[src/inc/framer_params.svh]
// Constants for the serial packet forwarding framer.
`ifndef FRAMER_PARAMS_SVH
`define FRAMER_PARAMS_SVH

// ==========================================================
// Widths
// ==========================================================
`define FR_CNT_W 11
`define FR_MS_W 16
`define FR_TICK_W 16
`define FR_CHAR_W 8

// ==========================================================
// Sizes and counts
// ==========================================================
`define FR_MAX_BYTES 11'h0400
`define FR_THRU_IDLE_MS 16'h0005
`define FR_MS_MAX 16'hffff
`define FR_TAIL_NONE 2'h0
`define FR_TAIL_ONE 2'h1
`define FR_TAIL_TWO 2'h2
`define FR_LANES_NONE 2'h0
`define FR_LANE_ONE 2'h1
`define FR_LANES_TWO 2'h2
`define FR_SIZE_OFF 11'h0000
`define FR_MS_OFF 16'h0000
`define FR_DELAY_DEFAULT 16'h00fa

// ==========================================================
// Timing
// ==========================================================
`define FR_MS_NS 1000000
`define FR_CLK_NS 25
`define FR_MS_CYCLES (`FR_MS_NS / `FR_CLK_NS)

`endif

[src/inc/framer_pkg.sv]
// Types shared by the serial packet forwarding framer.
`include "framer_params.svh"

package framer_pkg;
   typedef enum logic [1:0] {MODE_LATENCY, MODE_THROUGHPUT, MODE_FRAGMENT, MODE_CUSTOM} fwd_mode_e;
   typedef enum logic [1:0] {RULE_STRIP, RULE_INCLUDE, RULE_PLUS1, RULE_PLUS2} rule_e;
   typedef enum logic [1:0] {FR_HUNT, FR_START_B, FR_IN} frame_e;

   typedef struct packed {
      fwd_mode_e mode;
      logic [`FR_MS_W-1:0] msg_delay_ms;
      logic use_frame;
      logic [`FR_CNT_W-1:0] pkt_size;
      logic [`FR_MS_W-1:0] idle_ms;
      logic [`FR_MS_W-1:0] force_ms;
      logic ready_a_en;
      logic [`FR_CHAR_W-1:0] packet_ready_char_a;
      logic ready_b_en;
      logic [`FR_CHAR_W-1:0] packet_ready_char_b;
      logic start_b_en;
      logic [`FR_CHAR_W-1:0] frame_start_char_a;
      logic [`FR_CHAR_W-1:0] frame_start_char_b;
      logic send_start;
      logic [`FR_CHAR_W-1:0] frame_end_char_a;
      logic end_b_en;
      logic [`FR_CHAR_W-1:0] frame_end_char_b;
      rule_e rule;
   } cfg_s;

   typedef struct packed {
      logic [1:0] cnt;
      logic [`FR_CHAR_W-1:0] b0;
      logic [`FR_CHAR_W-1:0] b1;
      logic last;
   } tx_s;

   typedef struct packed {
      tx_s tx;
      frame_e fstate;
      logic pend;
      logic [1:0] tail;
      logic open;
      logic [`FR_CNT_W-1:0] nbytes;
      logic [`FR_MS_W-1:0] idle;
      logic [`FR_MS_W-1:0] force_t;
      logic [`FR_TICK_W-1:0] tick;
   } state_s;
endpackage : framer_pkg

[src/logic/serial_packet_forwarding_framer.sv]
// Serial packet forwarding framer: groups received serial bytes into network packets.
`timescale 1ns/1ps
`include "framer_params.svh"

module serial_packet_forwarding_framer #(
   parameter int MS_CYCLES = `FR_MS_CYCLES
) (
   // Clock, reset and enable
   input wire logic mclk,
   input wire logic arst_n,
   input wire logic ce,
   // Configuration
   input wire framer_pkg::cfg_s cfg,
   // Serial receive side
   input wire logic rx_valid,
   input wire logic [`FR_CHAR_W-1:0] rx_data,
   // Network transmit side
   output framer_pkg::tx_s tx,
   output logic pending
);

   // ==========================================================
   // Helpers
   // ==========================================================
   function automatic framer_pkg::tx_s push_byte(input framer_pkg::tx_s t, input logic [`FR_CHAR_W-1:0] b);
      framer_pkg::tx_s r;
      r = t;
      if (t.cnt == `FR_LANES_NONE) begin
         r.b0 = b;
      end else begin
         r.b1 = b;
      end
      r.cnt = 2'(t.cnt + `FR_LANE_ONE);
      return r;
   endfunction : push_byte

   function automatic logic [`FR_MS_W-1:0] sat_inc(input logic [`FR_MS_W-1:0] v);
      return (v == `FR_MS_MAX) ? v : `FR_MS_W'(v + 1'b1);
   endfunction : sat_inc

   // ==========================================================
   // State
   // ==========================================================
   framer_pkg::state_s s_r;
   framer_pkg::state_s s_nxt;
   logic tick_hit;
   logic endp;
   logic eof_hit;
   logic mark;
   logic pkt_mode;
   logic [`FR_CHAR_W-1:0] ca;
   logic [`FR_CHAR_W-1:0] cb;
   logic ea;
   logic eb;

   assign tx = s_r.tx;
   assign pending = s_r.open;

   // The mode is a single encoded field, so no two modes can ever be active together.
   assign pkt_mode = (cfg.mode == framer_pkg::MODE_CUSTOM) && !cfg.use_frame;
   assign ca = cfg.use_frame ? cfg.frame_end_char_a : cfg.packet_ready_char_a;
   assign cb = cfg.use_frame ? cfg.frame_end_char_b : cfg.packet_ready_char_b;
   assign ea = cfg.use_frame | cfg.ready_a_en;
   assign eb = ea & (cfg.use_frame ? cfg.end_b_en : cfg.ready_b_en);

   // ==========================================================
   // Next state
   // ==========================================================
   always_comb begin
      s_nxt = s_r;
      s_nxt.tx = '0;
      endp = 1'b0;
      eof_hit = 1'b0;
      mark = 1'b0;
      tick_hit = (s_r.tick == `FR_TICK_W'(MS_CYCLES - 1));
      s_nxt.tick = tick_hit ? '0 : `FR_TICK_W'(s_r.tick + 1'b1);
      if (rx_valid) begin
         s_nxt.idle = '0;
         case (cfg.mode)
            framer_pkg::MODE_LATENCY: begin
               s_nxt.tx = push_byte(s_nxt.tx, rx_data);
               endp = 1'b1;
            end
            framer_pkg::MODE_CUSTOM: begin
               if (s_r.tail != `FR_TAIL_NONE) begin
                  s_nxt.tx = push_byte(s_nxt.tx, rx_data);
                  s_nxt.tail = 2'(s_r.tail - 1'b1);
                  if (s_nxt.tail == `FR_TAIL_NONE) begin
                     endp = 1'b1;
                     eof_hit = 1'b1;
                  end
               end else if (cfg.use_frame && s_r.fstate == framer_pkg::FR_HUNT) begin
                  if (rx_data == cfg.frame_start_char_a) begin
                     if (cfg.start_b_en) begin
                        s_nxt.fstate = framer_pkg::FR_START_B;
                     end else begin
                        s_nxt.fstate = framer_pkg::FR_IN;
                        if (cfg.send_start) begin
                           s_nxt.tx = push_byte(s_nxt.tx, rx_data);
                        end
                     end
                  end
               end else if (cfg.use_frame && s_r.fstate == framer_pkg::FR_START_B) begin
                  if (rx_data == cfg.frame_start_char_b) begin
                     s_nxt.fstate = framer_pkg::FR_IN;
                     if (cfg.send_start) begin
                        s_nxt.tx = push_byte(s_nxt.tx, cfg.frame_start_char_a);
                        s_nxt.tx = push_byte(s_nxt.tx, rx_data);
                     end
                  end else if (rx_data != cfg.frame_start_char_a) begin
                     s_nxt.fstate = framer_pkg::FR_HUNT;
                  end
               end else if (s_r.pend) begin
                  if (rx_data == cb) begin
                     mark = 1'b1;
                     if (cfg.rule != framer_pkg::RULE_STRIP) begin
                        s_nxt.tx = push_byte(s_nxt.tx, ca);
                        s_nxt.tx = push_byte(s_nxt.tx, rx_data);
                     end
                  end else begin
                     // A broken pair is ordinary data; the new byte may itself restart the pair.
                     s_nxt.tx = push_byte(s_nxt.tx, ca);
                     s_nxt.pend = (rx_data == ca);
                     if (rx_data != ca) begin
                        s_nxt.tx = push_byte(s_nxt.tx, rx_data);
                     end
                  end
               end else if (ea && rx_data == ca) begin
                  if (eb) begin
                     s_nxt.pend = 1'b1;
                  end else begin
                     mark = 1'b1;
                     if (cfg.rule != framer_pkg::RULE_STRIP) begin
                        s_nxt.tx = push_byte(s_nxt.tx, rx_data);
                     end
                  end
               end else begin
                  s_nxt.tx = push_byte(s_nxt.tx, rx_data);
               end
               if (mark) begin
                  s_nxt.pend = 1'b0;
                  case (cfg.rule)
                     framer_pkg::RULE_PLUS1: s_nxt.tail = `FR_TAIL_ONE;
                     framer_pkg::RULE_PLUS2: s_nxt.tail = `FR_TAIL_TWO;
                     default: begin
                        endp = 1'b1;
                        eof_hit = 1'b1;
                     end
                  endcase
               end
            end
            default: begin
               s_nxt.tx = push_byte(s_nxt.tx, rx_data);
            end
         endcase
      end
      s_nxt.nbytes = `FR_CNT_W'(s_r.nbytes + `FR_CNT_W'(s_nxt.tx.cnt));
      if (s_nxt.tx.cnt != `FR_LANES_NONE || s_nxt.pend || s_nxt.tail != `FR_TAIL_NONE) begin
         s_nxt.open = 1'b1;
      end
      if (rx_valid) begin
         if (cfg.mode == framer_pkg::MODE_THROUGHPUT && s_nxt.nbytes >= `FR_MAX_BYTES) begin
            endp = 1'b1;
         end
         if (cfg.mode == framer_pkg::MODE_FRAGMENT && cfg.msg_delay_ms == `FR_MS_OFF) begin
            endp = 1'b1;
         end
         if (cfg.mode == framer_pkg::MODE_CUSTOM && cfg.use_frame && s_nxt.nbytes >= `FR_MAX_BYTES) begin
            endp = 1'b1;
         end
         if (pkt_mode && cfg.pkt_size != `FR_SIZE_OFF && s_nxt.nbytes >= cfg.pkt_size) begin
            endp = 1'b1;
         end
      end
      if (tick_hit && s_r.open) begin
         s_nxt.force_t = sat_inc(s_r.force_t);
         if (!rx_valid) begin
            s_nxt.idle = sat_inc(s_r.idle);
         end
         if ((cfg.mode == framer_pkg::MODE_FRAGMENT && !rx_valid && s_nxt.idle >= cfg.msg_delay_ms)
               || (cfg.mode == framer_pkg::MODE_THROUGHPUT && !rx_valid && s_nxt.idle >= `FR_THRU_IDLE_MS)
               || (pkt_mode && !rx_valid && cfg.idle_ms != `FR_MS_OFF && s_nxt.idle >= cfg.idle_ms)
               || (pkt_mode && cfg.force_ms != `FR_MS_OFF && s_nxt.force_t >= cfg.force_ms)) begin
            endp = 1'b1;
            if (s_r.pend && !rx_valid) begin
               s_nxt.tx = push_byte(s_nxt.tx, ca);
               s_nxt.pend = 1'b0;
            end
         end
      end
      if (endp && (s_r.open || s_nxt.tx.cnt != `FR_LANES_NONE)) begin
         // A packet closes here on a trigger, a size limit or a timer; latency mode sends every byte in a packet of its own.
         s_nxt.tx.last = 1'b1;
         s_nxt.open = s_nxt.pend || (s_nxt.tail != `FR_TAIL_NONE);
         s_nxt.nbytes = '0;
         s_nxt.idle = '0;
         s_nxt.force_t = '0;
      end
      if (eof_hit && cfg.use_frame) begin
         s_nxt.fstate = framer_pkg::FR_HUNT;
      end
   end

   always_ff @(posedge mclk or negedge arst_n) begin
      if (!arst_n) begin
         s_r <= '0;
      end else if (ce) begin
         s_r <= s_nxt;
      end
   end

   // ==========================================================
   // Checks
   // ==========================================================
   property p_latency_each;
      @(posedge mclk) disable iff (!arst_n)
         ce && rx_valid && cfg.mode == framer_pkg::MODE_LATENCY |=> tx.cnt == `FR_LANE_ONE && tx.last
            && tx.b0 == $past(rx_data);
   endproperty
   a_latency_each: assert property (p_latency_each) else $error("latency byte not sent alone");

   property p_hunt_drop;
      @(posedge mclk) disable iff (!arst_n)
         ce && rx_valid && cfg.mode == framer_pkg::MODE_CUSTOM && cfg.use_frame && s_r.fstate == framer_pkg::FR_HUNT
            && rx_data != cfg.frame_start_char_a |=> tx.cnt == `FR_LANES_NONE && s_r.fstate == framer_pkg::FR_HUNT;
   endproperty
   a_hunt_drop: assert property (p_hunt_drop) else $error("byte before frame start not dropped");

   property p_start_strip;
      @(posedge mclk) disable iff (!arst_n)
         ce && rx_valid && cfg.mode == framer_pkg::MODE_CUSTOM && cfg.use_frame && s_r.fstate == framer_pkg::FR_HUNT
            && rx_data == cfg.frame_start_char_a && !cfg.start_b_en
            |=> s_r.fstate == framer_pkg::FR_IN && tx.cnt == ($past(cfg.send_start) ? `FR_LANE_ONE : `FR_LANES_NONE);
   endproperty
   a_start_strip: assert property (p_start_strip) else $error("start character handling wrong");

   property p_end_include;
      @(posedge mclk) disable iff (!arst_n)
         ce && rx_valid && cfg.mode == framer_pkg::MODE_CUSTOM && s_r.tail == `FR_TAIL_NONE && !s_r.pend
            && (!cfg.use_frame || s_r.fstate == framer_pkg::FR_IN) && ea && !eb && rx_data == ca
            && cfg.rule == framer_pkg::RULE_INCLUDE |=> tx.last && tx.cnt == `FR_LANE_ONE && tx.b0 == $past(ca);
   endproperty
   a_end_include: assert property (p_end_include) else $error("end character did not close packet");

   property p_end_strip;
      @(posedge mclk) disable iff (!arst_n)
         ce && rx_valid && cfg.mode == framer_pkg::MODE_CUSTOM && s_r.tail == `FR_TAIL_NONE && !s_r.pend
            && (!cfg.use_frame || s_r.fstate == framer_pkg::FR_IN) && ea && !eb && rx_data == ca
            && cfg.rule == framer_pkg::RULE_STRIP && s_r.open |=> tx.last && tx.cnt == `FR_LANES_NONE;
   endproperty
   a_end_strip: assert property (p_end_strip) else $error("stripped trigger was sent");

   property p_pair_break;
      @(posedge mclk) disable iff (!arst_n)
         ce && rx_valid && pkt_mode && s_r.pend && s_r.tail == `FR_TAIL_NONE && rx_data != cb && rx_data != ca
            && cfg.pkt_size == `FR_SIZE_OFF && cfg.force_ms == `FR_MS_OFF
            |=> tx.cnt == `FR_LANES_TWO && !tx.last && !s_r.pend;
   endproperty
   a_pair_break: assert property (p_pair_break) else $error("broken trigger pair mishandled");

   property p_trigger_single;
      @(posedge mclk) disable iff (!arst_n)
         ce && rx_valid && pkt_mode && !s_r.pend && s_r.tail == `FR_TAIL_NONE && cfg.ready_a_en
            && cfg.ready_b_en && rx_data == cfg.packet_ready_char_a && cfg.force_ms == `FR_MS_OFF
            |=> s_r.pend && !tx.last;
   endproperty
   a_trigger_single: assert property (p_trigger_single) else $error("first trigger alone closed packet");

   property p_size_release;
      @(posedge mclk) disable iff (!arst_n)
         ce && rx_valid && pkt_mode && cfg.pkt_size != `FR_SIZE_OFF && !s_r.pend && s_r.tail == `FR_TAIL_NONE
            && !cfg.ready_a_en && `FR_CNT_W'(s_r.nbytes + 1'b1) == cfg.pkt_size
            |=> tx.last && s_r.nbytes == '0;
   endproperty
   a_size_release: assert property (p_size_release) else $error("byte count did not release");

   property p_frame_full;
      @(posedge mclk) disable iff (!arst_n)
         ce && rx_valid && cfg.mode == framer_pkg::MODE_CUSTOM && cfg.use_frame && s_r.fstate == framer_pkg::FR_IN
            && !s_r.pend && s_r.tail == `FR_TAIL_NONE && rx_data != ca
            && s_r.nbytes == `FR_CNT_W'(`FR_MAX_BYTES - 1'b1) |=> tx.last && s_r.fstate == framer_pkg::FR_IN;
   endproperty
   a_frame_full: assert property (p_frame_full) else $error("full frame buffer not sent");

   property p_frag_gap;
      @(posedge mclk) disable iff (!arst_n)
         ce && tick_hit && !rx_valid && s_r.open && !s_r.pend && cfg.mode == framer_pkg::MODE_FRAGMENT
            && cfg.msg_delay_ms != `FR_MS_OFF && sat_inc(s_r.idle) == cfg.msg_delay_ms |=> tx.last && !pending;
   endproperty
   a_frag_gap: assert property (p_frag_gap) else $error("message gap did not close packet");

endmodule : serial_packet_forwarding_framer

[config.mk]
export PLATFORM = sky130hd
export DESIGN_NAME = serial_packet_forwarding_framer
export DESIGN_NICKNAME = d
export VERILOG_FILES = /design/src/inc/framer_pkg.sv /design/src/logic/serial_packet_forwarding_framer.sv
export VERILOG_INCLUDE_DIRS = /design/src /design/src/inc
export SDC_FILE = /design/constraint.sdc
export NUM_CORES = 1
export LEC_CHECK = 0
export BUFFER_PORTS_ARGS = -buffer_cell sky130_fd_sc_hd__buf_4
export CORE_ASPECT_RATIO = 1.25
export CORE_MARGIN = 2
export CORE_UTILIZATION = 30
export DETAILED_ROUTE_END_ITERATION = 16
export PLACE_DENSITY = 0.57
export SYNTH_ARGS = -nofsm -noshare
export SYNTH_HDL_FRONTEND = slang
export SYNTH_SLANG_ARGS = --single-unit
[constraint.sdc]
create_clock -name mclk -period 5.35 [get_ports mclk]
set_input_delay 0 -clock mclk [delete_from_list [all_inputs] [get_ports mclk]]
set_output_delay 0 -clock mclk [all_outputs]
set_load 0.005 [all_outputs]
After elaboration in Yosys (flattened, before gate mapping)
Cells that the tools add are included.
- word-level logic and storage cells: 176
- bits of input ports: 129
- output and inout port bits: 20
- register bits: 84
- muxes and demuxes: 78
- bitwise gates (word level): 2
- reduce and logical (&&, ||, !) cells: 55
- add/subtract/negate cells: 6
- order comparisons: 6
- equal/unequal tests: 17
- operators by type and width (kind ; count):
    two-way mux 19 bit ; 14
    two-way mux 16 bit ; 6
    two-way mux 18 bit ; 3
    adder 16 x 1 -> 16 bit, second input constant ; 3
    equality test 16 bit, second input constant ; 3
    greater-or-equal comparator 16 bit ; 3
    two-way mux 44 bit ; 1
    two-way mux 21 bit ; 2
    two-way mux 1 bit ; 35
    equality test 8 bit ; 4
    two-way mux 32 bit ; 1
    two-way mux 8 bit ; 4
    nonzero test 16 bit ; 2
    two-way mux 24 bit ; 1
    logical AND 1 bit ; 23
    nonzero test 2 bit ; 9
    greater-or-equal comparator 16 x 3 -> 1 bit, second input constant ; 1
    logical NOT 16 bit ; 1
    != test 8 bit ; 2
    two-way mux 2 bit ; 6
    adder 11 x 2 -> 11 bit ; 1
    greater-or-equal comparator 11 bit ; 1
    greater-or-equal comparator 11 bit, second input constant ; 1
    nonzero test 11 bit ; 1
    other kinds (20) ; 36

Longest topological paths before layout
Gate-level depths: netlist (run 1).
- depth after elaboration: 26
- gate-level depth with buffers: 25
- mapped depth without buffers: 20

Least setup slack after synthesis (run 1)
No wires, ideal clock.
- kind: in2reg
- from: input cfg[98] (netlist bit)
- to: register s_r[49] (netlist bit)
- stages on the path: 22
- setup slack: 0.668 ns
- path buffers: 4
- arrival: 4.613 ns
- library setup time: 0.070 ns
- data required time: 5.280 ns
- cell sequence: buf_6 -> buf_2 -> mux2i_1 -> xor2_1 -> and4_1 -> a31oi_1 -> nand3_1 -> a21oi_2 -> fa_1 -> nand3_1 -> nor2_1 -> nand3_1 -> xnor2_1 -> ha_1 -> a22o_1 -> nor4_1 -> a21oi_1 -> o31ai_1 -> clkbuf_1 -> a31oi_4 -> buf_6 -> nor2_2
- word-level cells in the longest chain between the ends: 22
- elaborated cells between the ends (all ways): 65
- classes of those cells: 2 x add/sub; 2 x order compare; 3 x eq/ne; 36 x mux; 2 x bitwise; 20 x reduce/logical
- ends and longest elaborated chain (what ; line ; text):
    start: declaration ; serial_packet_forwarding_framer.sv:13 ; input wire framer_pkg::cfg_s cfg,
    two-way mux 8 bit (tied with other cells) ; serial_packet_forwarding_framer.sv:61 ; assign ca = cfg.use_frame ? cfg.frame_end_char_a : cfg.packet_ready_char_a;
    != test 8 bit (tied with other cells) ; serial_packet_forwarding_framer.sv:124 ; if (rx_data != ca) begin
    two-way mux 19 bit (tied with other cells) ; serial_packet_forwarding_framer.sv:124 ;
    two-way mux 19 bit (tied with other cells) ; serial_packet_forwarding_framer.sv:114 ; if (rx_data == cb) begin
    two-way mux 19 bit or two-way mux 1 bit (tied branches) ; serial_packet_forwarding_framer.sv:113 ; end else if (s_r.pend) begin
    two-way mux 19 bit or two-way mux 1 bit (tied branches) ; serial_packet_forwarding_framer.sv:103 ; end else if (cfg.use_frame && s_r.fstate == framer_pkg::FR_START_B) begin
    two-way mux 21 bit or two-way mux 1 bit (tied branches) ; serial_packet_forwarding_framer.sv:92 ; end else if (cfg.use_frame && s_r.fstate == framer_pkg::FR_HUNT) begin
    two-way mux 19 bit or two-way mux 1 bit (tied branches) ; serial_packet_forwarding_framer.sv:85 ; if (s_r.tail != `FR_TAIL_NONE) begin
    (+6 left out) ; -- ;
    two-way mux 1 bit ; serial_packet_forwarding_framer.sv:165 ; if (cfg.mode == framer_pkg::MODE_FRAGMENT && cfg.msg_delay_ms == `FR_MS_OFF) begin
    two-way mux 1 bit ; serial_packet_forwarding_framer.sv:168 ; if (cfg.mode == framer_pkg::MODE_CUSTOM && cfg.use_frame && s_nxt.nbytes >= `FR_MAX_BYTES) begin
    two-way mux 1 bit ; serial_packet_forwarding_framer.sv:171 ; if (pkt_mode && cfg.pkt_size != `FR_SIZE_OFF && s_nxt.nbytes >= cfg.pkt_size) begin
    two-way mux 1 bit ; serial_packet_forwarding_framer.sv:161 ; if (rx_valid) begin
    two-way mux 1 bit ; serial_packet_forwarding_framer.sv:180 ; if ((cfg.mode == framer_pkg::MODE_FRAGMENT && !rx_valid && s_nxt.idle >= cfg.msg_delay_ms)
    two-way mux 1 bit ; serial_packet_forwarding_framer.sv:175 ; if (tick_hit && s_r.open) begin
    logical AND 1 bit ; serial_packet_forwarding_framer.sv:191 ; if (endp && (s_r.open || s_nxt.tx.cnt != `FR_LANES_NONE)) begin
    two-way mux 44 bit * ; serial_packet_forwarding_framer.sv:191 ;
    end signal: assignment ; serial_packet_forwarding_framer.sv:208 ; s_r <= s_nxt;
    end: declaration ; serial_packet_forwarding_framer.sv:44 ; framer_pkg::state_s s_r;
Every way passes the cells marked *; elsewhere a longest branch is shown, timed or not. The select of a mux whose other input is x is not followed.
A chain may end at the register's enable or synchronous reset.

Worst setup path after layout (run 1)
- from: register s_r[20] (netlist bit)
- to: register s_r, in the netlist tx[12]
- word-level cells in the longest chain between the ends: 7
- elaborated cells between the ends (all ways): 8
- classes of those cells: 1 x add/sub; 1 x order compare; 1 x eq/ne; 3 x mux; 2 x reduce/logical
- ends and longest elaborated chain (what ; line ; text):
    adder 16 x 1 -> 16 bit or equality test 16 bit (tied branches) ; -- ;
    two-way mux 16 bit * ; serial_packet_forwarding_framer.sv:38 ; return (v == `FR_MS_MAX) ? v : `FR_MS_W'(v + 1'b1);
    greater-or-equal comparator 16 bit * ; serial_packet_forwarding_framer.sv:183 ; || (pkt_mode && cfg.force_ms != `FR_MS_OFF && s_nxt.force_t >= cfg.force_ms)) begin
    logical AND 1 bit * ; serial_packet_forwarding_framer.sv:183 ;
    logical OR 1 bit * ; serial_packet_forwarding_framer.sv:180 ;
    two-way mux 19 bit * ; serial_packet_forwarding_framer.sv:180 ;
    two-way mux 19 bit * ; serial_packet_forwarding_framer.sv:175 ;
Every way passes the cells marked *; elsewhere a longest branch is shown, timed or not.

==> parameters.txt, run 1 <==
Parameter                              Value

Status
  Run status    complete, no violations

Die
  Die Width    152 microns
  Starting density of the core    30.5%
  Cell row count    67
  Core Footprint    26800 sq um
  Die ar.    28600 sq um
  IO Count    149
  Floorplan die height    189 microns

CTS
  Clock tree from TritonCTS    built
  Depth of the CTS H-tree    3
  Post-CTS setup buffer count    0
  Count of clock tree sinks    84
  Number of gates resized after CTS    0
  Total CTS buffers    9
  Cell at the root of the clock tree    clkbuf_16
  Clock network latency to the later pin of the worst-skew pair    350 ps
  Max clock buf depth    2
  Clock slew at reported path FFs    70 ps

Detailed routing
  Avg Vias per Cell    5.28
  Remaining design rule violation count    0
  Detailed-route wire length    24400 microns
  Remaining antenna violation count    0
  Number of optimization iterations in the first detailed-route pass    5
  Detailed-route wire length per cell    16.8 microns
  Vias after detailed routing    7661
  Number of DRC markers in iteration 0    337

Setup path
  Highest fanout seen on the critical path    8
  WP data arrival    5090 ps
  Setup slack of the worst register-to-register path    470 ps
  Worst setup path category    reg -> reg
  Slowest cell delay on critical path    490 ps
  Crit path capture type    flip-flop
  Crit path required time    5560 ps
  Cell mode on critical path    a211oi_1
  Kind of start point of the critical path    flip-flop
  Worst path slowest cell    or3_1
  Ordered list of cells on the worst path    and4_1 -> nand4_1 -> or2_2 -> or3_1 -> nand2b_1 -> nor3_1 -> xnor2_1 -> ha_1 -> a211oi_1 -> o21ai_0 -> a221o_1 -> a211o_1 -> a211oi_1 -> or4_1 -> o221ai_1

Timing
  Period minus WS final    4880 ps
  Setup total negative slack    0 ps
  Post-route clock skew    7.55 ps
  Final number of max-transition violations    0
  Setup repair after global routing missed its margin    false
  Crit share post-route    91.2%
  Final setup fails    0
  Relative max-transition margin    35.2%
  Worst hold margin    9.72 ps
  Transition time at the pin with the least slew margin    972 ps
  Peak Freq    0.205 GHz
  Hold violation count in the final report    0

Hold path
  Class of the worst hold path    in -> reg

Run
  Count of max-cap constraint violations    0

Power and ir drop
  Leakage Power    4.55 nW
  Worst IR Drop VDD    0.174 mV
  PD cells    208 nW/um^2

Synth
  Register area share after synthesis    25.7%
  Synthesized netlist cell count    986
  Net count after synthesis    1185
  Number of synthesized flops with an enable pin    0
  Syn Std Cell Area    8190 sq um
  Fraction of registers with async set/reset    100%
  Dominant synthesized flop cell    dfrtp_1
  Distinct cell type count of the synthesized netlist    83
  Per-instance average area after synthesis    8.30 sq um
  Number of register bits inferred by synthesis    84
  Number of warnings issued by yosys    0

Cells and area
  Antenna diode instance count    0
  Number of standard cells in the final layout excluding fillers    1451
  Layout Cell Area excl Fill    9850 sq um
  Final Core Density    36.7%
  Ratio of cells with drive above 1 in the final layout    21.1%
  Synth-to-Final Area Change    20.3%
  Number of nets in the layout    1300

GRT
  Antenna violations before repair    0
  Global-route wire length before repair    39100 microns
  Global route total overflow    0
  Total track usage    17.2%
  Pin count of the biggest net entering global routing    74
  Via count of the first global-routing pass    7589

Place
  Detailed Place HPWL    19400 microns
  Total of buffers placed on input and output ports    148
  Routability cong.    0.880
  Placed Instance Area    9500 sq um
  Cells after DPL    1431
report_power, final:
part / internal (mW) / total [mW] / switching [mW]
clock: 0.389 / 0.663 / 0.275
combinational: 0.280 / 0.614 / 0.333
sequential: 0.699 / 0.772 / 0.0735
synth_stat cells (10+ instances only):
library cell	number	share of area, %
inv_1	102	4.7
dfrtp_1	84	26
ha_1	69	11
nor2_1	59	2.7
a21oi_1	48	2.9
nand3_1	48	2.9
nand2_1	47	2.2
xnor2_1	40	4.3
o21ai_0	36	2.2
xor2_1	33	3.5
clkbuf_1	30	1.4
nand4_1	30	2.3
nor3_1	29	1.8
buf_4	21	1.9
nor4_1	21	1.6
mux2i_1	18	2.2
a22o_1	17	1.8
a31oi_1	17	1.3
and3_1	15	1.1
nor2b_1	15	1.1
a211oi_1	12	1.1
buf_2	12	0.73
o31ai_1	12	1.1
nor2_2	10	0.76
o21a_1	10	0.92
placed cells by master (no fill, tap or decap), drive strengths merged, types with 18 or more instances in the layout:
cell type and instances:
nor3 30, xor2 33, buf 171, a21oi 49
dfrtp 84, ha 69, a31oi 18, nor2 69
nor4 23, xnor2 40, nand2 47, mux2i 22
inv 103, nand3 48, o21ai 38, nand4 30
flip-flops by register name (all words and copies together) (netlist names):
name     cells
s_r         64
tx          19
pending      1
layout make-up:
cell class | instances | area (sq um)
Fill cell | 2826 | 17000
Multi-Input combinational cell | 728 | 5290
Sequential cell | 84 | 2100
Timing Repair Buffer | 175 | 1320
Tap cell | 345 | 432
Inverter | 103 | 387
Clock buffer | 11 | 253
Clock inverter | 5 | 57.6
worst max-delay path: cells and delay by family, from the launching register on:
family / cells / cell delay (ps)
AOI/OAI and AO/OA: 6 / 1670
xor gates and xnor gates: 1 / 290
adders and majority gates: 1 / 310
DFF: 1 / 420
and+or+nand+nor: 7 / 2060
kinds of logic (layout without fill, tap and decap cells):
family | Yosys count | count (layout) | share of synthesized area (%)
adder cells (fa/ha/maj) | 70 | 70 | 10.8
flip-flops | 84 | 84 | 25.7
AND/OR/NAND/NOR | 323 | 323 | 21.2
multiplexers | 22 | 22 | 2.87
AO/OA/AOI/OAI | 240 | 240 | 22.0
buffers and inverters | 174 | 294 | 9.68
XOR/XNOR | 73 | 73 | 7.81
through the flow:
step / power, mW / setup WS (ps)
2_1_floorplan: 1.16 / 668
3_3_place_gp: 1.39 / 284
3_5_place_dp: 1.40 / 197
4_1_cts: 2.07 / 440
5_1_grt: 2.18 / 38.3
6_report: 2.05 / 471
path summary, 6_finish.rpt:
check                               startpoint             endpoint  depth (start not counted)
setup / recovery           s_r[20]$_DFFE_PN0P_   tx[12]$_DFFE_PN0P_                         15
hold / removal                      rx_data[0]    tx[1]$_DFFE_PN0P_                          3
setup reg to reg           s_r[20]$_DFFE_PN0P_   tx[12]$_DFFE_PN0P_                         15
hold reg to reg             s_r[4]$_DFFE_PN0P_   s_r[4]$_DFFE_PN0P_                          1
max in group asynchronous               arst_n  s_r[61]$_DFFE_PN0P_                          3
min in group asynchronous               arst_n    tx[7]$_DFFE_PN0P_                          2
layer usage:
layer	routed length, microns	share of wire [%]	track usage [%]
met1	10300	42	21.2
met5	0	0	0
met3	1140	4.7	2.98
met4	493	2.0	5.02
met2	12400	51	30.2
repair_timing:
| action | CTS | global route |
|---|---|---|
| endpoints found under the setup margin | 0 | 0 |
| hold buffers | 4 | 0 |
| endpoints found under the hold margin | 14 | 0 |
Power figures use the tool's default switching activity.
==> inputs of run 2 (changes only) <==
--- a/config.mk
+++ b/config.mk
@@ -7,7 +7,7 @@
 export NUM_CORES = 1
 export LEC_CHECK = 0
 export BUFFER_PORTS_ARGS = -buffer_cell sky130_fd_sc_hd__buf_4
-export CORE_ASPECT_RATIO = 1.25
+export CORE_ASPECT_RATIO = 0.8
 export CORE_MARGIN = 2
 export CORE_UTILIZATION = 30
 export DETAILED_ROUTE_END_ITERATION = 16
==> parameters.txt, run 2 (synthesis gave the netlist of run 1 again) <==
Parameter                              Value

Timing
  Post-route clock skew    10.9 ps (+3.32 ps)
  Crit share post-route    96.0% (+4.8 points)
  Peak Freq    0.195 GHz (-5.0%)
  Setup total negative slack    0 ps (unchanged)
  Hold violation count in the final report    0 (unchanged)
  Final worst slack    216 ps (-255 ps)
  Final setup fails    0 (unchanged)
  Relative max-transition margin    11.6% (-24 points)
  Setup repair after global routing missed its margin    true
  Period minus WS final    5130 ps (+255 ps)
  Worst hold margin    14.2 ps (+4.48 ps)
  Transition time at the pin with the least slew margin    1320 ps (+345 ps)
  Final number of max-transition violations    0 (unchanged)

Die
  Die Width    189 microns (+24%)
  Die ar.    28600 sq um (unchanged)
  Cell row count    54 (-19%)
  Floorplan die height    152 microns (-20%)
  Core Footprint    27000 sq um (+0.75%)
  IO Count    149 (unchanged)
  Starting density of the core    30.3% (-0.23 points)

Cells and area
  Final Core Density    36.9% (+0.19 points)
  Number of standard cells in the final layout excluding fillers    1480 (+2.0%)
  Register containing the most flip-flops in the final layout    s_r
  Most common cell after layout, fill and taps aside    buf_4
  Most frequent cells in the layout    175 x buf_4, 102 x inv_1, 84 x dfrtp_1
  Synth-to-Final Area Change    21.8%
  Max reg flops    64 (unchanged)
  Layout Cell Area excl Fill    9970 sq um (+1.3%)
  Number of nets in the layout    1309 (+0.69%)
  Ratio of cells with drive above 1 in the final layout    21.4% (+0.37 points)

Setup path
  FF-to-FF Start    s_r[20]$_DFFE_PN0P_
  Highest fanout seen on the critical path    8 (unchanged)
  Startpoint of the most critical setup path    s_r[20]$_DFFE_PN0P_
  Ordered list of cells on the worst path    and4_1 -> nand4_1 -> or2_2 -> or3_1 -> nand2b_1 -> nor3_1 -> xnor2_1 -> ha_1 -> a211oi_1 -> o21ai_0 -> a221o_1 -> a211o_1 -> a211oi_1 -> or4_1 -> o221ai_1
  Cell mode on critical path    a211oi_1
  Crit path capture type    flip-flop
  Crit path required time    5530 ps (-30 ps)
  WP data arrival    5310 ps (+220 ps)
  Worst path slowest cell    a211oi_1
  Kind of start point of the critical path    flip-flop
  Worst setup path category    reg -> reg
  Slowest cell delay on critical path    510 ps (+20 ps)

GRT
  Global route total overflow    0 (unchanged)
  Global-route wire length before repair    39700 microns (+1.5%)
  Total track usage    17.5% (+0.33 points)
  Antenna violations before repair    1 (+1)
  Via count of the first global-routing pass    7364 (-3.0%)
  Pin count of the biggest net entering global routing    59 (-20%)

Status
  Run status    complete, no violations

Run
  Count of max-cap constraint violations    0 (unchanged)

Detailed routing
  Avg Vias per Cell    5.28 (about the same)
  Detailed-route wire length    25300 microns (+3.7%)
  Vias after detailed routing    7807 (+1.9%)
  Remaining antenna violation count    0 (unchanged)
  Number of DRC markers in iteration 0    482 (+43%)
  Remaining design rule violation count    0 (unchanged)
  Detailed-route wire length per cell    17.1 microns (+1.6%)
  Number of optimization iterations in the first detailed-route pass    5 (unchanged)

CTS
  Clock network latency to the later pin of the worst-skew pair    340 ps (about the same)
  Max clock buf depth    2 (unchanged)
  Depth of the CTS H-tree    3 (unchanged)
  Clock tree from TritonCTS    built
  Post-CTS setup buffer count    0 (unchanged)
  Cell at the root of the clock tree    clkbuf_16
  Clock slew at reported path FFs    70 ps (about the same)
  Number of gates resized after CTS    0 (unchanged)
  Total CTS buffers    9 (unchanged)
  Count of clock tree sinks    84 (unchanged)

Place
  Worst setup slack before clock tree synthesis    149 ps (-47.7 ps)
  Detailed Place HPWL    19900 microns (+2.5%)
  Total of buffers placed on input and output ports    148 (unchanged)
  Placed Instance Area    9590 sq um (+1.0%)
  Cells after DPL    1456 (+1.7%)
  Routability cong.    0.886 (+0.73%)

Hold path
  Class of the worst hold path    in -> reg
  Worst min-delay path startpoint    rx_data[3]

Power and ir drop
  Final Total Pwr    2.05 mW (about the same)
  PD cells    206 nW/um^2 (-1.2%)
  Leakage Power    4.58 nW (+0.67%)
  Worst IR Drop VDD    0.194 mV (+11%)
==> run 2: cell types whose count changed in the layout (fill, tap and decap cells not counted), sizes merged <==
cell | previous run | this run
clkinv | 4 | 2
diode | 0 | 1
dlygate4sd3 | 4 | 7
inv | 103 | 102
buf | 171 | 177
clkinvlp | 0 | 3
==> run 2: timing repair <==
action | in CTS | in global routing
endpoints found under the setup margin | 0 | 1
hold endpoints to repair | 32 | 0
hold buffers | 7 | 0
==> run 2: where the power goes <==
| group | leakage (nW) | switching (mW) | internal [mW] | total, mW |
|---|---|---|---|---|
| Sequential | 1.13 | 0.0741 | 0.699 | 0.773 |
| Clock | 0.138 | 0.268 | 0.376 | 0.644 |
| Combinational | 3.31 | 0.345 | 0.288 | 0.633 |
==> run 2: critical path: cells and delay by family (launching register included) <==
kind	cells	cell delay, ps
adders and majority gates	1	290
DFF	1	430
and+or+nand+nor	7	2140
AOI/OAI and AO/OA	6	1860
xor gates and xnor gates	1	240
==> run 2: cell type report <==
cell class	instances	area [sq um]
Inverter	103	387
Clock buffer	11	243
Tap cell	364	455
Antenna cell	1	2.50
Clock inverter	5	61.3
Multi-Input combinational cell	728	5300
Sequential cell	84	2100
Timing Repair Buffer	184	1420
Fill cell	2835	17100
==> run 2: worst paths after layout <==
path	endpoint	slack, ps	depth (start not counted)
max	tx[15]$_DFFE_PN0P_	220	15
min	tx[4]$_DFFE_PN0P_	10	3
max reg2reg	tx[15]$_DFFE_PN0P_	220	15
min reg2reg	s_r[4]$_DFFE_PN0P_	490	1
max in group asynchronous	s_r[14]$_DFFE_PN0P_	4100	3
min in group asynchronous	s_r[36]$_DFFE_PN0P_	140	2
==> run 2: per-layer routing <==
layer | global-route usage [%] | vias to the layer above | share of wire (%)
met3 | 3.96 | 20 | 6.7
li1 | - | 3818 | -
met2 | 28.4 | 266 | 45
met1 | 24.0 | 3703 | 48
met5 | 0 | - | 0
met4 | 3.59 | 0 | 1.1
==> inputs of run 3 (changes only) <==
--- a/config.mk
+++ b/config.mk
@@ -12,6 +12,7 @@
 export CORE_UTILIZATION = 30
 export DETAILED_ROUTE_END_ITERATION = 16
 export PLACE_DENSITY = 0.57
+export REMOVE_ABC_BUFFERS = 1
 export SYNTH_ARGS = -nofsm -noshare
 export SYNTH_HDL_FRONTEND = slang
 export SYNTH_SLANG_ARGS = --single-unit
==> parameters.txt, run 3 (synthesis gave the netlist of run 1 again) <==
Parameter                              Value

Detailed routing
  Avg Vias per Cell    5.22 (-1.1%)
  Detailed-route wire length    24500 microns (-3.2%)
  Number of DRC markers in iteration 0    481 (-0.21%)
  Remaining antenna violation count    0 (unchanged)
  Vias after detailed routing    7704 (-1.3%)
  Number of optimization iterations in the first detailed-route pass    5 (unchanged)
  Remaining design rule violation count    0 (unchanged)
  Detailed-route wire length per cell    16.6 microns (-2.9%)

Die
  Floorplan die height    152 microns (unchanged)
  Starting density of the core    30.3% (unchanged)
  Cell row count    54 (unchanged)
  IO Count    149 (unchanged)
  Die ar.    28600 sq um (unchanged)
  Die Width    189 microns (unchanged)
  Core Footprint    27000 sq um (unchanged)

Power and ir drop
  Leakage Power    4.57 nW (about the same)
  PD cells    206 nW/um^2 (+0.36%)
  Worst IR Drop VDD    0.131 mV (-32%)
  Final Total Pwr    2.05 mW (+0.22%)

Setup path
  Worst path slowest cell    or4_1
  Ordered list of cells on the worst path    dlygate4sd3_1 -> buf_4 -> xnor2_1 -> or4_1 -> a2111oi_2 -> a311oi_4 -> inv_1 -> ha_1 -> fa_1 -> nand3_1 -> nor2_1 -> nand3_1 -> xnor2_1 -> ha_1 -> a22o_1 -> nor4_1 -> a21oi_1 -> o31ai_2 -> buf_4 -> and3_1 -> buf_4 -> a22o_1
  WP data arrival    5330 ps (+20 ps)
  Highest fanout seen on the critical path    18 (+10)
  Worst setup path category    in -> reg
  Crit path capture type    flip-flop
  Gate family responsible for the most delay along the worst path    simple AND/OR/NAND/NOR gates
  Kind of start point of the critical path    primary input
  Setup slack of the worst register-to-register path    410 ps (+190 ps)
  Slowest cell delay on critical path    600 ps (+90 ps)
  Crit path required time    5640 ps (+110 ps)
  Startpoint of the most critical setup path    rx_data[1]
  R2r endpoint    s_r[46]$_DFFE_PN0P_
  FF-to-FF path depth    16 (+1)
  FF-to-FF Start    s_r[20]$_DFFE_PN0P_
  Buffers & Inverters on Critical Path    5 (+5)
  Cell mode on critical path    buf_4

Hold path
  Hold EP    tx[4]$_DFFE_PN0P_
  Worst min-delay path startpoint    cfg[14]
  Class of the worst hold path    in -> reg
  Min-Delay Path Depth    3 (unchanged)

GRT
  Via count of the first global-routing pass    7665 (+4.1%)
  Pin count of the biggest net entering global routing    55 (-6.8%)
  Antenna violations before repair    0 (-1)
  Global-route wire length before repair    40000 microns (+0.66%)
  Total track usage    17.3% (-0.18 points)
  Global route total overflow    0 (unchanged)

Cells and area
  Layout Cell Area excl Fill    9960 sq um (-0.14%)
  Synth-to-Final Area Change    21.6%
  Ratio of cells with drive above 1 in the final layout    21.3% (-0.12 points)
  Most common cell after layout, fill and taps aside    buf_4
  Register containing the most flip-flops in the final layout    s_r
  Most frequent cells in the layout    170 x buf_4, 102 x inv_1, 84 x dfrtp_1
  Final Core Density    36.8% (-0.051 points)
  Number of standard cells in the final layout excluding fillers    1476 (-0.27%)
  Number of nets in the layout    1306 (-0.23%)
  Fill cell count    2860 (+0.88%)
  Max reg flops    64 (unchanged)
  Antenna diode instance count    0 (-1)

CTS
  Cell at the root of the clock tree    clkbuf_16
  Clock slew at reported path FFs    70 ps (about the same)
  Clock network latency to the later pin of the worst-skew pair    350 ps (about the same)
  Clock tree from TritonCTS    built
  Count of clock tree sinks    84 (unchanged)
  Total CTS buffers    9 (unchanged)
  Depth of the CTS H-tree    3 (unchanged)
  Max clock buf depth    2 (unchanged)

Timing
  Hold violation count in the final report    0 (unchanged)
  Relative max-transition margin    18.1% (+6.5 points)
  Transition time at the pin with the least slew margin    1220 ps (-96.9 ps)
  Crit share post-route    94.3% (-1.7 points)
  Final setup fails    0 (unchanged)
  Final worst slack    305 ps (+88.7 ps)
  Period minus WS final    5040 ps (-88.7 ps)
  Peak Freq    0.198 GHz (+1.8%)
  Worst hold margin    22.9 ps (+8.70 ps)
  Final number of max-transition violations    0 (unchanged)
  Setup total negative slack    0 ps (unchanged)
  Post-route clock skew    11.0 ps (+0.118 ps)
  Setup repair after global routing missed its margin    false

Status
  Run status    complete, no violations

Run
  Count of max-cap constraint violations    0 (unchanged)

Place
  Total of buffers placed on input and output ports    148 (unchanged)
  Routability cong.    0.845 (-4.7%)
  Cells after DPL    1449 (-0.48%)
  Placed Instance Area    9520 sq um (-0.81%)
  Detailed Place HPWL    19400 microns (-2.6%)
  Worst setup slack before clock tree synthesis    -120 ps (-269 ps)
run 3: changes by cell type in the layout (fill, tap and decap cells not counted), moves of 2 or more:
cell / before / now
buf_4: 175 / 170
clkinv_2: 0 / 4
clkinvlp_4: 3 / 0
dlygate4sd3_1: 7 / 10
buf_12: 2 / 0
run 3: area by class of cell:
cell class                 instances  area (sq um)  area share [%]
tap                              364           455            4.57
multi-input combinational        728          5320            53.5
sequential                        84          2100            21.1
clock buffer                      11           253            2.54
clock inverter                     5          50.0           0.503
inverter                         103           387            3.88
timing repair buffer             181          1390            13.9
run 3: worst max-delay path by stage:
stage	end	slack [ps]	cells past startpoint
6_report	s_r[46]$_DFFE_PN0P_	310	22
4_1_cts	s_r[46]$_DFFE_PN0P_	220	21
3_3_place_gp	s_r[44]$_DFFE_PN0P_	50	22
3_5_place_dp	s_r[46]$_DFFE_PN0P_	-120	22
2_1_floorplan	s_r[32]$_DFFE_PN0P_	-140	19
5_1_grt	s_r[46]$_DFFE_PN0P_	3	22
run 3: repair_timing:
item                                   4_1_cts  5_1_grt
endpoints found under the hold margin       39        0
hold buffers                                10        0
gates resized for setup                      0        5
setup endpoints to repair                    0       37
setup buffers                                0        1
run 3: power breakdown:
| group | switching (mW) | internal [mW] |
|---|---|---|
| sequential | 0.0760 | 0.699 |
| combinational | 0.342 | 0.286 |
| clock | 0.267 | 0.384 |
run 3: metal layers:
| metal | global-route usage (%) | vias up | wire length, microns |
|---|---|---|---|
| met5 | 0 | - | 0 |
| met4 | 2.89 | 0 | 226 |
| met3 | 3.89 | 24 | 1480 |
| met2 | 27.1 | 218 | 10600 |
| met1 | 24.7 | 3655 | 12100 |
| li1 | - | 3807 | - |
run 3: tightest hold or removal path: stages:
cell and delay (ps):
buf_4 80, mux2i_2 90, o21ai_0 160
